===== config.mk =====
export PLATFORM = sky130hd
export DESIGN_NAME = ifd_decoder
export DESIGN_NICKNAME = d
export VERILOG_FILES = /design/src/rtl/ifd_pkg.sv /design/src/rtl/ifd_decoder.sv
export VERILOG_INCLUDE_DIRS = /design/src /design/src/rtl
export SDC_FILE = /design/constraint.sdc
export NUM_CORES = 1
export LEC_CHECK = 0
export ABC_AREA = 1
export BUFFER_PORTS_ARGS = -buffer_cell sky130_fd_sc_hd__buf_2
export CORE_MARGIN = 3
export CORE_UTILIZATION = 50
export CTS_CLUSTER_DIAMETER = 50
export DETAILED_ROUTE_END_ITERATION = 12
export GPL_ROUTABILITY_DRIVEN = 0
export PLACE_DENSITY = 0.78
export REMOVE_ABC_BUFFERS = 1
export SYNTH_ARGS = -nofsm -noshare
export SYNTH_HDL_FRONTEND = slang
export SYNTH_SLANG_ARGS = --single-unit

===== constraint.sdc =====
create_clock -name core_clk -period 3.5 [get_ports core_clk]
set_input_delay 0.175 -clock core_clk [delete_from_list [all_inputs] [get_ports core_clk]]
set_output_delay 0.175 -clock core_clk [all_outputs]
set_load 0.01 [all_outputs]

===== src/rtl/ifd_consts.svh =====
`ifndef IFD_CONSTS_SVH
`define IFD_CONSTS_SVH

// register byte offsets
`define IFD_OFF_INSN 6'h00
`define IFD_OFF_CTRL 6'h04
`define IFD_OFF_DEC 6'h08
`define IFD_OFF_CFG 6'h0c
`define IFD_OFF_STAT 6'h10
`define IFD_OFF_MASK 6'h14
`define IFD_OFF_IMM 6'h18

// reset values
`define IFD_RST_CFG 4'h0
`define IFD_RST_MASK 2'h0
`define IFD_RST_FLAGS 5'h00

// status bit positions
`define IFD_ST_TRAP 0
`define IFD_ST_DONE 1

// selector codes
`define IFD_AREG_STACK 4'h0
`define IFD_AREG_FRAME 4'h8
`define IFD_AREG_CUR_SP 4'h9
`define IFD_AREG_STATIC 4'ha
`define IFD_AREG_INTTAB 4'he
`define IFD_AREG_UNITD 4'hf

`endif


===== src/rtl/ifd_pkg.sv =====
package ifd_pkg;

    typedef enum logic [3:0] {
        IFD_FMT_NONE,
        IFD_FMT_CTRL1,
        IFD_FMT_QUICK2,
        IFD_FMT_ONE3,
        IFD_FMT_STR5,
        IFD_FMT_FLT9,
        IFD_FMT_MMU14,
        IFD_FMT_MOV8,
        IFD_FMT_CUST15
    } ifd_fmt_t;

    typedef struct packed {
        logic z;
        logic c;
        logic l;
        logic n;
        logic f;
    } ifd_flags_t;

    typedef struct packed {
        logic cond_true;
        logic undefined_opcode_trap;
        logic [3:0] reg_sel;
        logic reg_valid;
        logic [1:0] match_mode;
        logic backward;
        logic translate;
        logic long_operand;
        logic [3:0] config_bits;
        logic config_write;
        logic [31:0] quick_imm;
    } ifd_dec_t;

    typedef enum logic [1:0] {
        IFD_IDLE,
        IFD_WRESP,
        IFD_RRESP
    } ifd_state_t;

endpackage


===== src/rtl/ifd_decoder.sv =====
`timescale 1ns/1ps
`include "ifd_consts.svh"

module ifd_decoder
    import ifd_pkg::*;
#(
    parameter int ADDR_W = 6
) (
    input wire logic core_clk,
    input wire logic rst_n,
    input wire logic [ADDR_W-1:0] s_axi_awaddr,
    input wire logic s_axi_awvalid,
    output logic s_axi_awready,
    input wire logic [31:0] s_axi_wdata,
    input wire logic [3:0] s_axi_wstrb,
    input wire logic s_axi_wvalid,
    output logic s_axi_wready,
    output logic [1:0] s_axi_bresp,
    output logic s_axi_bvalid,
    input wire logic s_axi_bready,
    input wire logic [ADDR_W-1:0] s_axi_araddr,
    input wire logic s_axi_arvalid,
    output logic s_axi_arready,
    output logic [31:0] s_axi_rdata,
    output logic [1:0] s_axi_rresp,
    output logic s_axi_rvalid,
    input wire logic s_axi_rready,
    output logic irq
);

    // the register decode compares six address bits
    if (ADDR_W < 6) begin : g_bad_addr_w
        $error("ADDR_W too small for register map");
    end

    // ==========================================================
    // register state
    // ==========================================================
    logic [23:0] insn;
    logic [3:0] fmt_sel;
    ifd_flags_t flags;
    logic [3:0] cfg;
    logic [1:0] stat;
    logic [1:0] mask;
    ifd_dec_t dec;
    ifd_state_t state;
    logic [ADDR_W-1:0] aw_q;
    logic [31:0] w_q;
    logic [3:0] ws_q;
    logic aw_got;
    logic w_got;
    logic [31:0] rdata;
    logic [1:0] resp;
    logic [23:0] next_insn;
    logic [3:0] next_fmt_sel;
    ifd_flags_t next_flags;
    logic [3:0] next_cfg;
    logic [1:0] next_stat;
    logic [1:0] next_mask;
    ifd_dec_t next_dec;
    ifd_state_t next_state;
    logic [ADDR_W-1:0] next_aw_q;
    logic [31:0] next_w_q;
    logic [3:0] next_ws_q;
    logic next_aw_got;
    logic next_w_got;
    logic [31:0] next_rdata;
    logic [1:0] next_resp;
    logic wr_fire;
    logic rd_fire;
    logic wr_known;
    logic rd_known;
    logic decode_go;
    ifd_dec_t comb_dec;
    logic decode_pend;

    // ==========================================================
    // combinational decode of the latched instruction
    // ==========================================================
    always_comb begin
        logic [3:0] cd;
        logic [3:0] op4;
        logic [2:0] op3;
        logic [3:0] sh;
        cd = insn[10:7];
        sh = insn[10:7];
        op4 = insn[7:4];
        op3 = insn[13:11];
        comb_dec = '0;
        // condition evaluation
        case (cd)
            4'h0: comb_dec.cond_true = flags.z;
            4'h1: comb_dec.cond_true = ~flags.z;
            4'h2: comb_dec.cond_true = flags.c;
            4'h3: comb_dec.cond_true = ~flags.c;
            4'h4: comb_dec.cond_true = flags.l;
            4'h5: comb_dec.cond_true = ~flags.l;
            4'h6: comb_dec.cond_true = flags.n;
            4'h7: comb_dec.cond_true = ~flags.n;
            4'h8: comb_dec.cond_true = flags.f;
            4'h9: comb_dec.cond_true = ~flags.f;
            4'ha: comb_dec.cond_true = ~flags.l & ~flags.z;
            4'hb: comb_dec.cond_true = flags.l | flags.z;
            4'hc: comb_dec.cond_true = ~flags.n & ~flags.z;
            4'hd: comb_dec.cond_true = flags.n | flags.z;
            4'he: comb_dec.cond_true = 1'b1;
            default: comb_dec.cond_true = 1'b0;
        endcase
        // quick immediate, sign extended to full word
        comb_dec.quick_imm = {{28{sh[3]}}, sh};
        comb_dec.long_operand = insn[10];
        case (ifd_fmt_t'(fmt_sel))
            IFD_FMT_CTRL1: begin
                // 0 call, a no-op, e svc, f bpt; all 16 defined
                comb_dec.reg_sel = insn[7:4];
                comb_dec.reg_valid = 1'b1;
            end
            IFD_FMT_QUICK2: begin
                comb_dec.reg_sel = sh;
                // only dedicated load/store use the selector
                if (insn[6:4] == 3'b110 || insn[6:4] == 3'b010) begin
                    case (sh)
                        `IFD_AREG_STACK, `IFD_AREG_FRAME,
                        `IFD_AREG_CUR_SP, `IFD_AREG_STATIC,
                        `IFD_AREG_INTTAB, `IFD_AREG_UNITD:
                            comb_dec.reg_valid = 1'b1;
                        default: begin
                            comb_dec.undefined_opcode_trap = 1'b1;
                        end
                    endcase
                end
            end
            IFD_FMT_ONE3: begin
                op4 = insn[10:7];
                if (op4[0] || op4 == 4'h8) begin
                    comb_dec.undefined_opcode_trap = 1'b1;
                end
            end
            IFD_FMT_STR5: begin
                op4 = insn[13:10];
                if (op4[3] || op4[3:2] == 2'b01) begin
                    comb_dec.undefined_opcode_trap = 1'b1;
                end else if (op4 == 4'h2) begin
                    comb_dec.config_bits = insn[18:15];
                    comb_dec.config_write = 1'b1;
                end else begin
                    comb_dec.translate = insn[15];
                    comb_dec.backward = insn[16];
                    comb_dec.match_mode = insn[18:17];
                    if (insn[18:17] == 2'b10) begin
                        comb_dec.undefined_opcode_trap = 1'b1;
                    end
                end
            end
            IFD_FMT_MMU14: begin
                op4 = insn[13:10];
                sh = insn[18:15];
                comb_dec.reg_sel = sh;
                if (op4[3] || op4[3:2] == 2'b01) begin
                    comb_dec.undefined_opcode_trap = 1'b1;
                end else if (op4[1]) begin
                    case (sh)
                        4'h2, 4'h3, 4'h6, 4'h7, 4'h9, 4'he:
                            comb_dec.undefined_opcode_trap = 1'b1;
                        default: comb_dec.reg_valid = 1'b1;
                    endcase
                end
            end
            IFD_FMT_MOV8: begin
                // shared opcode 1 10; reg picks direction
                comb_dec.reg_sel = {1'b0, insn[18:16]};
                if (insn[18:16] == 3'b001 || insn[18:16] == 3'b011) begin
                    comb_dec.reg_valid = 1'b1;
                end else begin
                    comb_dec.undefined_opcode_trap = 1'b1;
                end
            end
            IFD_FMT_FLT9: begin
                comb_dec.reg_sel = {1'b0, op3};
                comb_dec.reg_valid = 1'b1;
            end
            IFD_FMT_CUST15: begin
                op4 = insn[13:10];
                comb_dec.reg_sel = op4;
                if (insn[7:5] != 3'b000 || op4[3:2] != 2'b00) begin
                    comb_dec.undefined_opcode_trap = 1'b1;
                end else begin
                    comb_dec.reg_valid = 1'b1;
                end
            end
            default: begin
                comb_dec.undefined_opcode_trap = 1'b0;
            end
        endcase
    end

    // ==========================================================
    // axi4-lite slave
    // ==========================================================
    assign s_axi_awready = (state == IFD_IDLE) && !aw_got;
    assign s_axi_wready = (state == IFD_IDLE) && !w_got;
    assign s_axi_arready = (state == IFD_IDLE) && !aw_got && !w_got;
    assign s_axi_bvalid = (state == IFD_WRESP);
    assign s_axi_rvalid = (state == IFD_RRESP);
    assign s_axi_bresp = resp;
    assign s_axi_rresp = resp;
    assign s_axi_rdata = rdata;
    assign irq = |(stat & mask);

    always_comb begin
        logic [ADDR_W-1:0] wa;
        logic [31:0] wd;
        wa = (s_axi_awvalid && s_axi_awready) ? s_axi_awaddr : aw_q;
        wd = (s_axi_wvalid && s_axi_wready) ? s_axi_wdata : w_q;
        next_insn = insn;
        next_fmt_sel = fmt_sel;
        next_flags = flags;
        next_cfg = cfg;
        next_stat = stat;
        next_mask = mask;
        next_dec = dec;
        next_state = state;
        next_aw_q = aw_q;
        next_w_q = w_q;
        next_ws_q = ws_q;
        next_aw_got = aw_got;
        next_w_got = w_got;
        next_rdata = rdata;
        next_resp = resp;
        decode_go = 1'b0;
        if (s_axi_awvalid && s_axi_awready) begin
            next_aw_q = s_axi_awaddr;
            next_aw_got = 1'b1;
        end
        if (s_axi_wvalid && s_axi_wready) begin
            next_w_q = s_axi_wdata;
            next_ws_q = s_axi_wstrb;
            next_w_got = 1'b1;
        end
        wr_fire = next_aw_got && next_w_got && (state == IFD_IDLE);
        rd_fire = s_axi_arvalid && s_axi_arready;
        wr_known = (wa[ADDR_W-1:2] <= 4'h6) && (wa[1:0] == 2'b00);
        rd_known = (s_axi_araddr[ADDR_W-1:2] <= 4'h6)
            && (s_axi_araddr[1:0] == 2'b00);
        if (wr_fire) begin
            next_aw_got = 1'b0;
            next_w_got = 1'b0;
            next_state = IFD_WRESP;
            next_resp = wr_known ? 2'b00 : 2'b10;
            case (wa[5:0])
                `IFD_OFF_INSN: begin
                    next_insn = wd[23:0];
                    decode_go = 1'b1;
                end
                `IFD_OFF_CTRL: begin
                    next_fmt_sel = wd[3:0];
                    next_flags = wd[8:4];
                end
                `IFD_OFF_CFG: next_cfg = wd[3:0];
                `IFD_OFF_MASK: next_mask = wd[1:0];
                default: next_resp = wr_known ? 2'b00 : 2'b10;
            endcase
        end else if (rd_fire) begin
            next_state = IFD_RRESP;
            next_resp = rd_known ? 2'b00 : 2'b10;
            case (s_axi_araddr[5:0])
                `IFD_OFF_INSN: next_rdata = {8'h00, insn};
                `IFD_OFF_CTRL: next_rdata = {23'h000000, flags, fmt_sel};
                `IFD_OFF_DEC: next_rdata = {15'h0000, dec[48:32]};
                `IFD_OFF_CFG: next_rdata = {28'h0000000, cfg};
                `IFD_OFF_STAT: begin
                    next_rdata = {30'h00000000, stat};
                    next_stat = 2'b00;
                end
                `IFD_OFF_MASK: next_rdata = {30'h00000000, mask};
                `IFD_OFF_IMM: next_rdata = dec.quick_imm;
                default: next_rdata = 32'h00000000;
            endcase
        end
        // set wins over the read-clear in the same cycle
        if (decode_pend) begin
            next_dec = comb_dec;
            next_stat = next_stat | {1'b1, comb_dec.undefined_opcode_trap};
            if (comb_dec.config_write) begin
                next_cfg = comb_dec.config_bits;
            end
        end
        if (state == IFD_WRESP && s_axi_bready) begin
            next_state = IFD_IDLE;
        end
        if (state == IFD_RRESP && s_axi_rready) begin
            next_state = IFD_IDLE;
        end
    end

    // decode result is captured one cycle after the instruction write
    always_ff @(posedge core_clk) begin
        if (!rst_n) begin
            insn <= 24'h000000;
            fmt_sel <= 4'h0;
            flags <= `IFD_RST_FLAGS;
            cfg <= `IFD_RST_CFG;
            stat <= 2'h0;
            mask <= `IFD_RST_MASK;
            dec <= '0;
            state <= IFD_IDLE;
            aw_q <= '0;
            w_q <= 32'h00000000;
            ws_q <= 4'h0;
            aw_got <= 1'b0;
            w_got <= 1'b0;
            rdata <= 32'h00000000;
            resp <= 2'h0;
            decode_pend <= 1'b0;
        end else begin
            insn <= next_insn;
            fmt_sel <= next_fmt_sel;
            flags <= next_flags;
            mask <= next_mask;
            state <= next_state;
            aw_q <= next_aw_q;
            w_q <= next_w_q;
            ws_q <= next_ws_q;
            aw_got <= next_aw_got;
            w_got <= next_w_got;
            rdata <= next_rdata;
            resp <= next_resp;
            decode_pend <= decode_go;
            stat <= next_stat;
            cfg <= next_cfg;
            dec <= next_dec;
        end
    end

    // ==========================================================
    // checks
    // ==========================================================
    chk_cond_true: assert property (@(posedge core_clk) disable iff (!rst_n)
        decode_pend && insn[10:7] == 4'he |=> dec.cond_true)
        else $error("cond e not true");
    chk_cond_false: assert property (@(posedge core_clk) disable iff (!rst_n)
        decode_pend && insn[10:7] == 4'hf |=> !dec.cond_true)
        else $error("cond f not false");
    chk_zero_test: assert property (@(posedge core_clk) disable iff (!rst_n)
        decode_pend && insn[10:7] == 4'h0 |=> dec.cond_true == $past(flags.z))
        else $error("zero test wrong");
    chk_one_trap: assert property (@(posedge core_clk) disable iff (!rst_n)
        decode_pend && fmt_sel == 4'd3 && insn[7]
        |=> dec.undefined_opcode_trap && stat[`IFD_ST_TRAP])
        else $error("jump format trap missed");
    chk_str_trap: assert property (@(posedge core_clk) disable iff (!rst_n)
        decode_pend && fmt_sel == 4'd4 && insn[13]
        |=> dec.undefined_opcode_trap)
        else $error("string format trap missed");
    chk_mmu_trap: assert property (@(posedge core_clk) disable iff (!rst_n)
        decode_pend && fmt_sel == 4'd6 && insn[13:12] == 2'b01
        |=> dec.undefined_opcode_trap)
        else $error("translation format trap missed");
    chk_quick_sext: assert property (@(posedge core_clk) disable iff (!rst_n)
        decode_pend |=> dec.quick_imm[31:3] == {29{$past(insn[10])}})
        else $error("quick immediate not extended");
    chk_cust_trap: assert property (@(posedge core_clk) disable iff (!rst_n)
        decode_pend && fmt_sel == 4'd8 && insn[13]
        |=> dec.undefined_opcode_trap)
        else $error("custom trap missed");
    chk_irq_level: assert property (@(posedge core_clk) disable iff (!rst_n)
        decode_pend && mask[`IFD_ST_DONE] |=> irq)
        else $error("irq missed after decode done");
    cov_trap: cover property (@(posedge core_clk) disable iff (!rst_n)
        decode_pend ##1 dec.undefined_opcode_trap);
    cov_cfg: cover property (@(posedge core_clk) disable iff (!rst_n)
        decode_pend && comb_dec.config_write);
    cov_irq: cover property (@(posedge core_clk) disable iff (!rst_n)
        $rose(irq));

endmodule // ifd_decoder


# == Word-level counts from Yosys, hierarchy flattened ==
# Cells that the tools add are included.
# op_classes
n_addsub,0
multipliers,0
n_div,0
magnitude_cmp,2
eq_ne,47
shift,0
n_mux,47
bitwise_logic,13
reduce_logical,39
# ops
op,count
$pmux W32 S7,1
$eq A4 B4 Y1 const B,11
$eq A4 B3 Y1 const B,10
$pmux W5 S6,1
$eq A4 B2 Y1 const B,7
$mux W4,7
$eq A6 B5 Y1 const B,4
$mux W24,1
$mux W1,23
$eq A6 B4 Y1 const B,3
$mux W2,8
$mux W5,3
$pmux W1 S15,1
$eq A6 B3 Y1 const B,2
$logic_and A1 B1 Y1,12
$logic_not A6 Y1,2
$reduce_or A6 Y1,2
$reduce_and A2 Y1,5
$eq A4 B1 Y1 const B,2
$le A4 B3 Y1 const B,2
$not A1 Y1,7
$eq A3 B2 Y1 const B,2
$logic_not A2 Y1,3
$mux W6,1
other kinds (17),28
# totals
ff_bits,131
latch_bits,0
ramBits,0
romBits,0
input_bits,55
out_inout_bits,42
elab_cells,178
n_memories,0

# == Longest topological paths before layout ==
# depth
ltp_word,9
mapped_depth,11
mapped_depth_nobuf,10

# == Least setup slack after synthesis ==
# OpenSTA, ideal clock, no wires.
# synth_path
path_type,register to register
start,register state[0]
end,"register rdata[19], in the netlist s_axi_rdata[19]"
setup_ns,0.075
t_arrival_ns,1.572
required_time_ns,3.425
slack_ns,1.852
stages_incl_launch_ff,11
path_buffers,1
period_less_slack_ns,1.648
cell_sequence,dfxtp_1 > inv_1 > nand2_1 > nor3_2 > nand2_1 > nor2_2 > buf_4 > nand2_1 > nor2_4 > nand2_1 > a31oi_1
# synth_between
elab_cells_between_ends,13
cone_classes,mux: 2; bitwise: 1; reduce/logical: 10
# synth_rtl
element,line,text
from (decl),ifd_decoder.sv:46,ifd_state_t state;
from (signal assigned),ifd_decoder.sv:320,state <= next_state;
$logic_not A2 Y1,ifd_decoder.sv:202,assign s_axi_arready = (state == IFD_IDLE) && !aw_got && !w_got;
$logic_and A1 B1 Y1 (2 in series),ifd_decoder.sv:202,
named net s_axi_arready,ifd_decoder.sv:23,"output logic s_axi_arready,"
$logic_and A1 B1 Y1,ifd_decoder.sv:241,rd_fire = s_axi_arvalid && s_axi_arready;
$reduce_and A2 Y1 (no line),--,
to (signal assigned),ifd_decoder.sv:326,rdata <= next_rdata;
to (decl),ifd_decoder.sv:52,logic [31:0] rdata;
# The timed path passes the listed nets, and every way through them passes these cells.
# A chain may end at the register's enable or synchronous reset.

# == Worst setup path in the final report ==
# layout_path
start,register state[1]
end,"register rdata[17], in the netlist s_axi_rdata[17]"
# layout_between
elab_chain_cells,8
elab_cells_between_ends,13
cone_classes,mux: 2; bitwise: 1; reduce/logical: 10
# layout_lines
element,line,text
$logic_not A2 Y1 *,--,
"$logic_and A1 B1 Y1, on equally long branches","ifd_decoder.sv:200, ifd_decoder.sv:202, ifd_decoder.sv:201",
"$logic_and A1 B1 Y1, on equally long branches","ifd_decoder.sv:231, ifd_decoder.sv:235",
"$mux W1, on equally long branches","ifd_decoder.sv:231, ifd_decoder.sv:235",
$logic_and A1 B1 Y1 (2 in series),ifd_decoder.sv:240,wr_fire = next_aw_got && next_w_got && (state == IFD_IDLE);
$not A1 Y1 (no line),--,
$reduce_and A2 Y1 (no line) *,--,
# Every way passes the cells marked *; elsewhere a longest branch is shown, timed or not.

==> results.py <==
metrics = {
    "status": {
        "status": "finished, final reports clean",
    },
    "pwr": {
        "leakage_nw": 2.87,
        "comb_power_share_pct": 27.4,
        "p_per_area_nw_per_um2": 681,
        "p_sw_w": 0.00164,
        "finalPower_w": 0.00451,
        "clkPwrFrac_pct": 35.4,
        "sw_frac_of_total_pct": 36.4,
        "peakVddDrop_v": 0.000437,
        "p_int_w": 0.00287,
        "seqPwrFrac_pct": 37.2,
    },
    "final_layout": {
        "areaGrowthSynthToFinish_pct": 16.7,
        "drive_gt1_share_pct": 15.9,
        "fin_util_pct": 60.5,
        "nets": 918,
        "layout_commonest_cell": "nand2_1",
        "insertedDiodeCount": 0,
        "layout_common_cells": "nand2_1, dfxtp_1, a21oi_1, inv_1, buf_2",
    },
    "grt": {
        "antenna_found_initial": 0,
        "globalRouteTotalUtil_pct": 23.3,
        "busiest_layer": "met2",
        "grtUsageMet3_pct": 5.88,
        "grt-ovfl-total": 0,
        "grt_pass1_vias": 4994,
        "grt_pass1_wl_um": 24200,
        "use_met1_pct": 31.7,
        "grt_use_met2_pct": 35.8,
        "grt_max_degree": 50,
    },
    "clock_tree": {
        "cts_resized": 0,
        "cts_sinks": 122,
        "cts_setup_buffers": 0,
        "cts_max_path_buffers": 2,
        "cts_hold_buffers": 0,
        "cts-root-buf": "clkbuf_16",
        "cts_max_level": 4,
        "cts_made_buffers": 17,
        "clock_latency_ns": 0.42,
        "clk_pin_slew_ns": 0.06,
        "cts_tree": "yes",
    },
    "drt": {
        "dr.pass1.iters": 5,
        "viasPerCell": 5.32,
        "routed_wl_um": 14200,
        "wl_per_cell_um": 14.0,
        "vias": 5404,
        "antenna_left": 0,
        "drcViolationCount": 0,
        "drt_iter0_drc": 507,
    },
    "timing": {
        "clock_skew_ns": 0.00683,
        "rsz0062_at_grt": "false",
        "timing.hold.ws_ns": 0.0178,
        "tns_ns": 0,
        "setup_viol": 0,
        "setup_slack_ns": 1.06,
        "hold_viol": 0,
        "relSlewSlack_pct": 46.8,
        "post-route-min-period_ns": 2.44,
        "finalCritPeriodShare_pct": 69.8,
        "worstMarginPinSlew_ns": 0.795,
        "timing.fmax_ghz": 0.410,
        "slew_violations": 0,
    },
    "die": {
        "core_sq_um": 10900,
        "rows": 38,
        "pin_count": 97,
        "start_util_pct": 51.8,
        "die_h_um": 112,
        "die_x_um": 112,
        "die_area_sq_um": 12600,
    },
    "critical_path": {
        "critical_path.max_stage_delay_ns": 0.45,
        "cpMaxStageDelayCell": "a21oi_1",
        "r2r_slack_ns": 1.06,
        "cp_data_required_time_ns": 3.78,
        "crit_fanout": 35,
        "cp-end-kind": "flip-flop",
        "cp_common_cell": "nand2_1",
        "arrival_ns": 2.72,
        "startpoint_type": "flip-flop",
        "path_class": "flip-flop to flip-flop",
        "path_cells": "nor2_8 > nand3_4 > a21oi_1 > nor2_2 > buf_4 > nand2_1 > nor2_4 > nand2_1 > a31oi_1",
    },
    "placed_design": {
        "pre_cts_slack_ns": 1.06,
        "dpl.hpwl_um": 9890,
        "port_buffers": 82,
    },
    "synth": {
        "synth_cell_types": 36,
        "ys_seq_area_share_pct": 43.1,
        "synth_warnings": 0,
        "synth_seq_cells": 122,
        "syn_avg_cell_area_sq_um": 7.08,
        "syn-cell-area_sq_um": 5670,
        "syn_inst": 800,
    },
    "run": {
        "maxCapViolations": 0,
    },
    "worst_hold_path": {
        "hp-class": "input pin to flip-flop",
    },
}
## cell usage after synthesis, drive strengths merged
| cell type | count | share of area (%) |
|---|---|---|
| buf | 27 | 2.9 |
| nor2 | 80 | 6.1 |
| nand3b | 1 | 0.13 |
| mux2i | 15 | 2.6 |
| conb | 1 | 0.066 |
| nor4 | 1 | 0.11 |
| inv | 88 | 5.8 |
| o2111ai | 1 | 0.15 |
| o211ai | 8 | 1.1 |
| o221ai | 3 | 0.46 |
| a221o | 1 | 0.18 |
| or2 | 5 | 0.55 |
| clkinv | 2 | 0.13 |
| o22ai | 10 | 1.1 |
| o21ai | 72 | 6.4 |
| a21oi | 83 | 7.3 |
| dfxtp | 122 | 43 |
| nand3 | 46 | 4.5 |
| nand4 | 18 | 2.0 |
| clkbuf | 19 | 1.3 |
| a211oi | 4 | 0.53 |
| nand2 | 180 | 12 |
| a31oi | 7 | 0.77 |
| nor3 | 6 | 0.62 |
## layout make-up
cell class / count / area (sq um)
tap: 140 / 175
clock inverter: 15 / 116
inverter: 90 / 338
multi-input combinational: 543 / 2650
clock buffer: 17 / 425
fill: 1038 / 4320
sequential: 122 / 2440
timing repair buffer: 89 / 463
## power groups by stage
| stage | logic, W | clock network, W | registers, W |
|---|---|---|---|
| 2_1_floorplan | 0.000873 | 0 | 0.00169 |
| 3_3_place_gp | 0.00120 | 0 | 0.00170 |
| 5_1_grt | 0.00140 | 0.00169 | 0.00169 |
| 3_5_place_dp | 0.00122 | 0 | 0.00170 |
| 6_report | 0.00123 | 0.00160 | 0.00167 |
| 4_1_cts | 0.00123 | 0.00161 | 0.00167 |
## final timing paths
| kind | start | endpoint | cells past startpoint |
|---|---|---|---|
| worst max register to register | state[1] | s_axi_rdata[17] | 9 |
| worst max-delay path | state[1] | s_axi_rdata[17] | 9 |
| worst min-delay path | s_axi_wdata[21] | w_q[21] | 3 |
| worst min register to register | insn[1] | insn[1] | 2 |
## routing by layer
layer | up-vias | share of wire (%) | wire length (um)
met5 | - | 0 | 0
met1 | 2407 | 46 | 6490
li1 | 2759 | - | -
met3 | 19 | 7.8 | 1110
met4 | 0 | 1.5 | 214
met2 | 219 | 45 | 6380
## cell families after synthesis
group | synth area share, %
simple gates | 26.1
buf+inv | 10.1
other cells | 0.0662
compound gates | 18.0
mux | 2.65
flops | 43.1
## critical path, delay by kind of cell (launching register included)
family          cells  cell delay (ns)
simple gates        6             1.20
compound gates      2             0.53
flops               1             0.37
buf+inv             1             0.21
## metrics by stage
stage                     instances  area [sq um]
after floorplan                 755          5430
after global placement          984          6070
after detailed placement        984          6070
after CTS                      1016          6610
final                          1016          6610
after global routing           1016          6610
## registers in the layout (all words and copies together) (netlist names), 2 cells and up
register / flops
s_axi_rdata: 25
insn: 24
w_q: 24
dec: 20
aw_q: 6
flags: 5
cfg: 4
fmt_sel: 4
mask: 2
stat: 2
state: 2
Power figures use the tool's default switching activity.
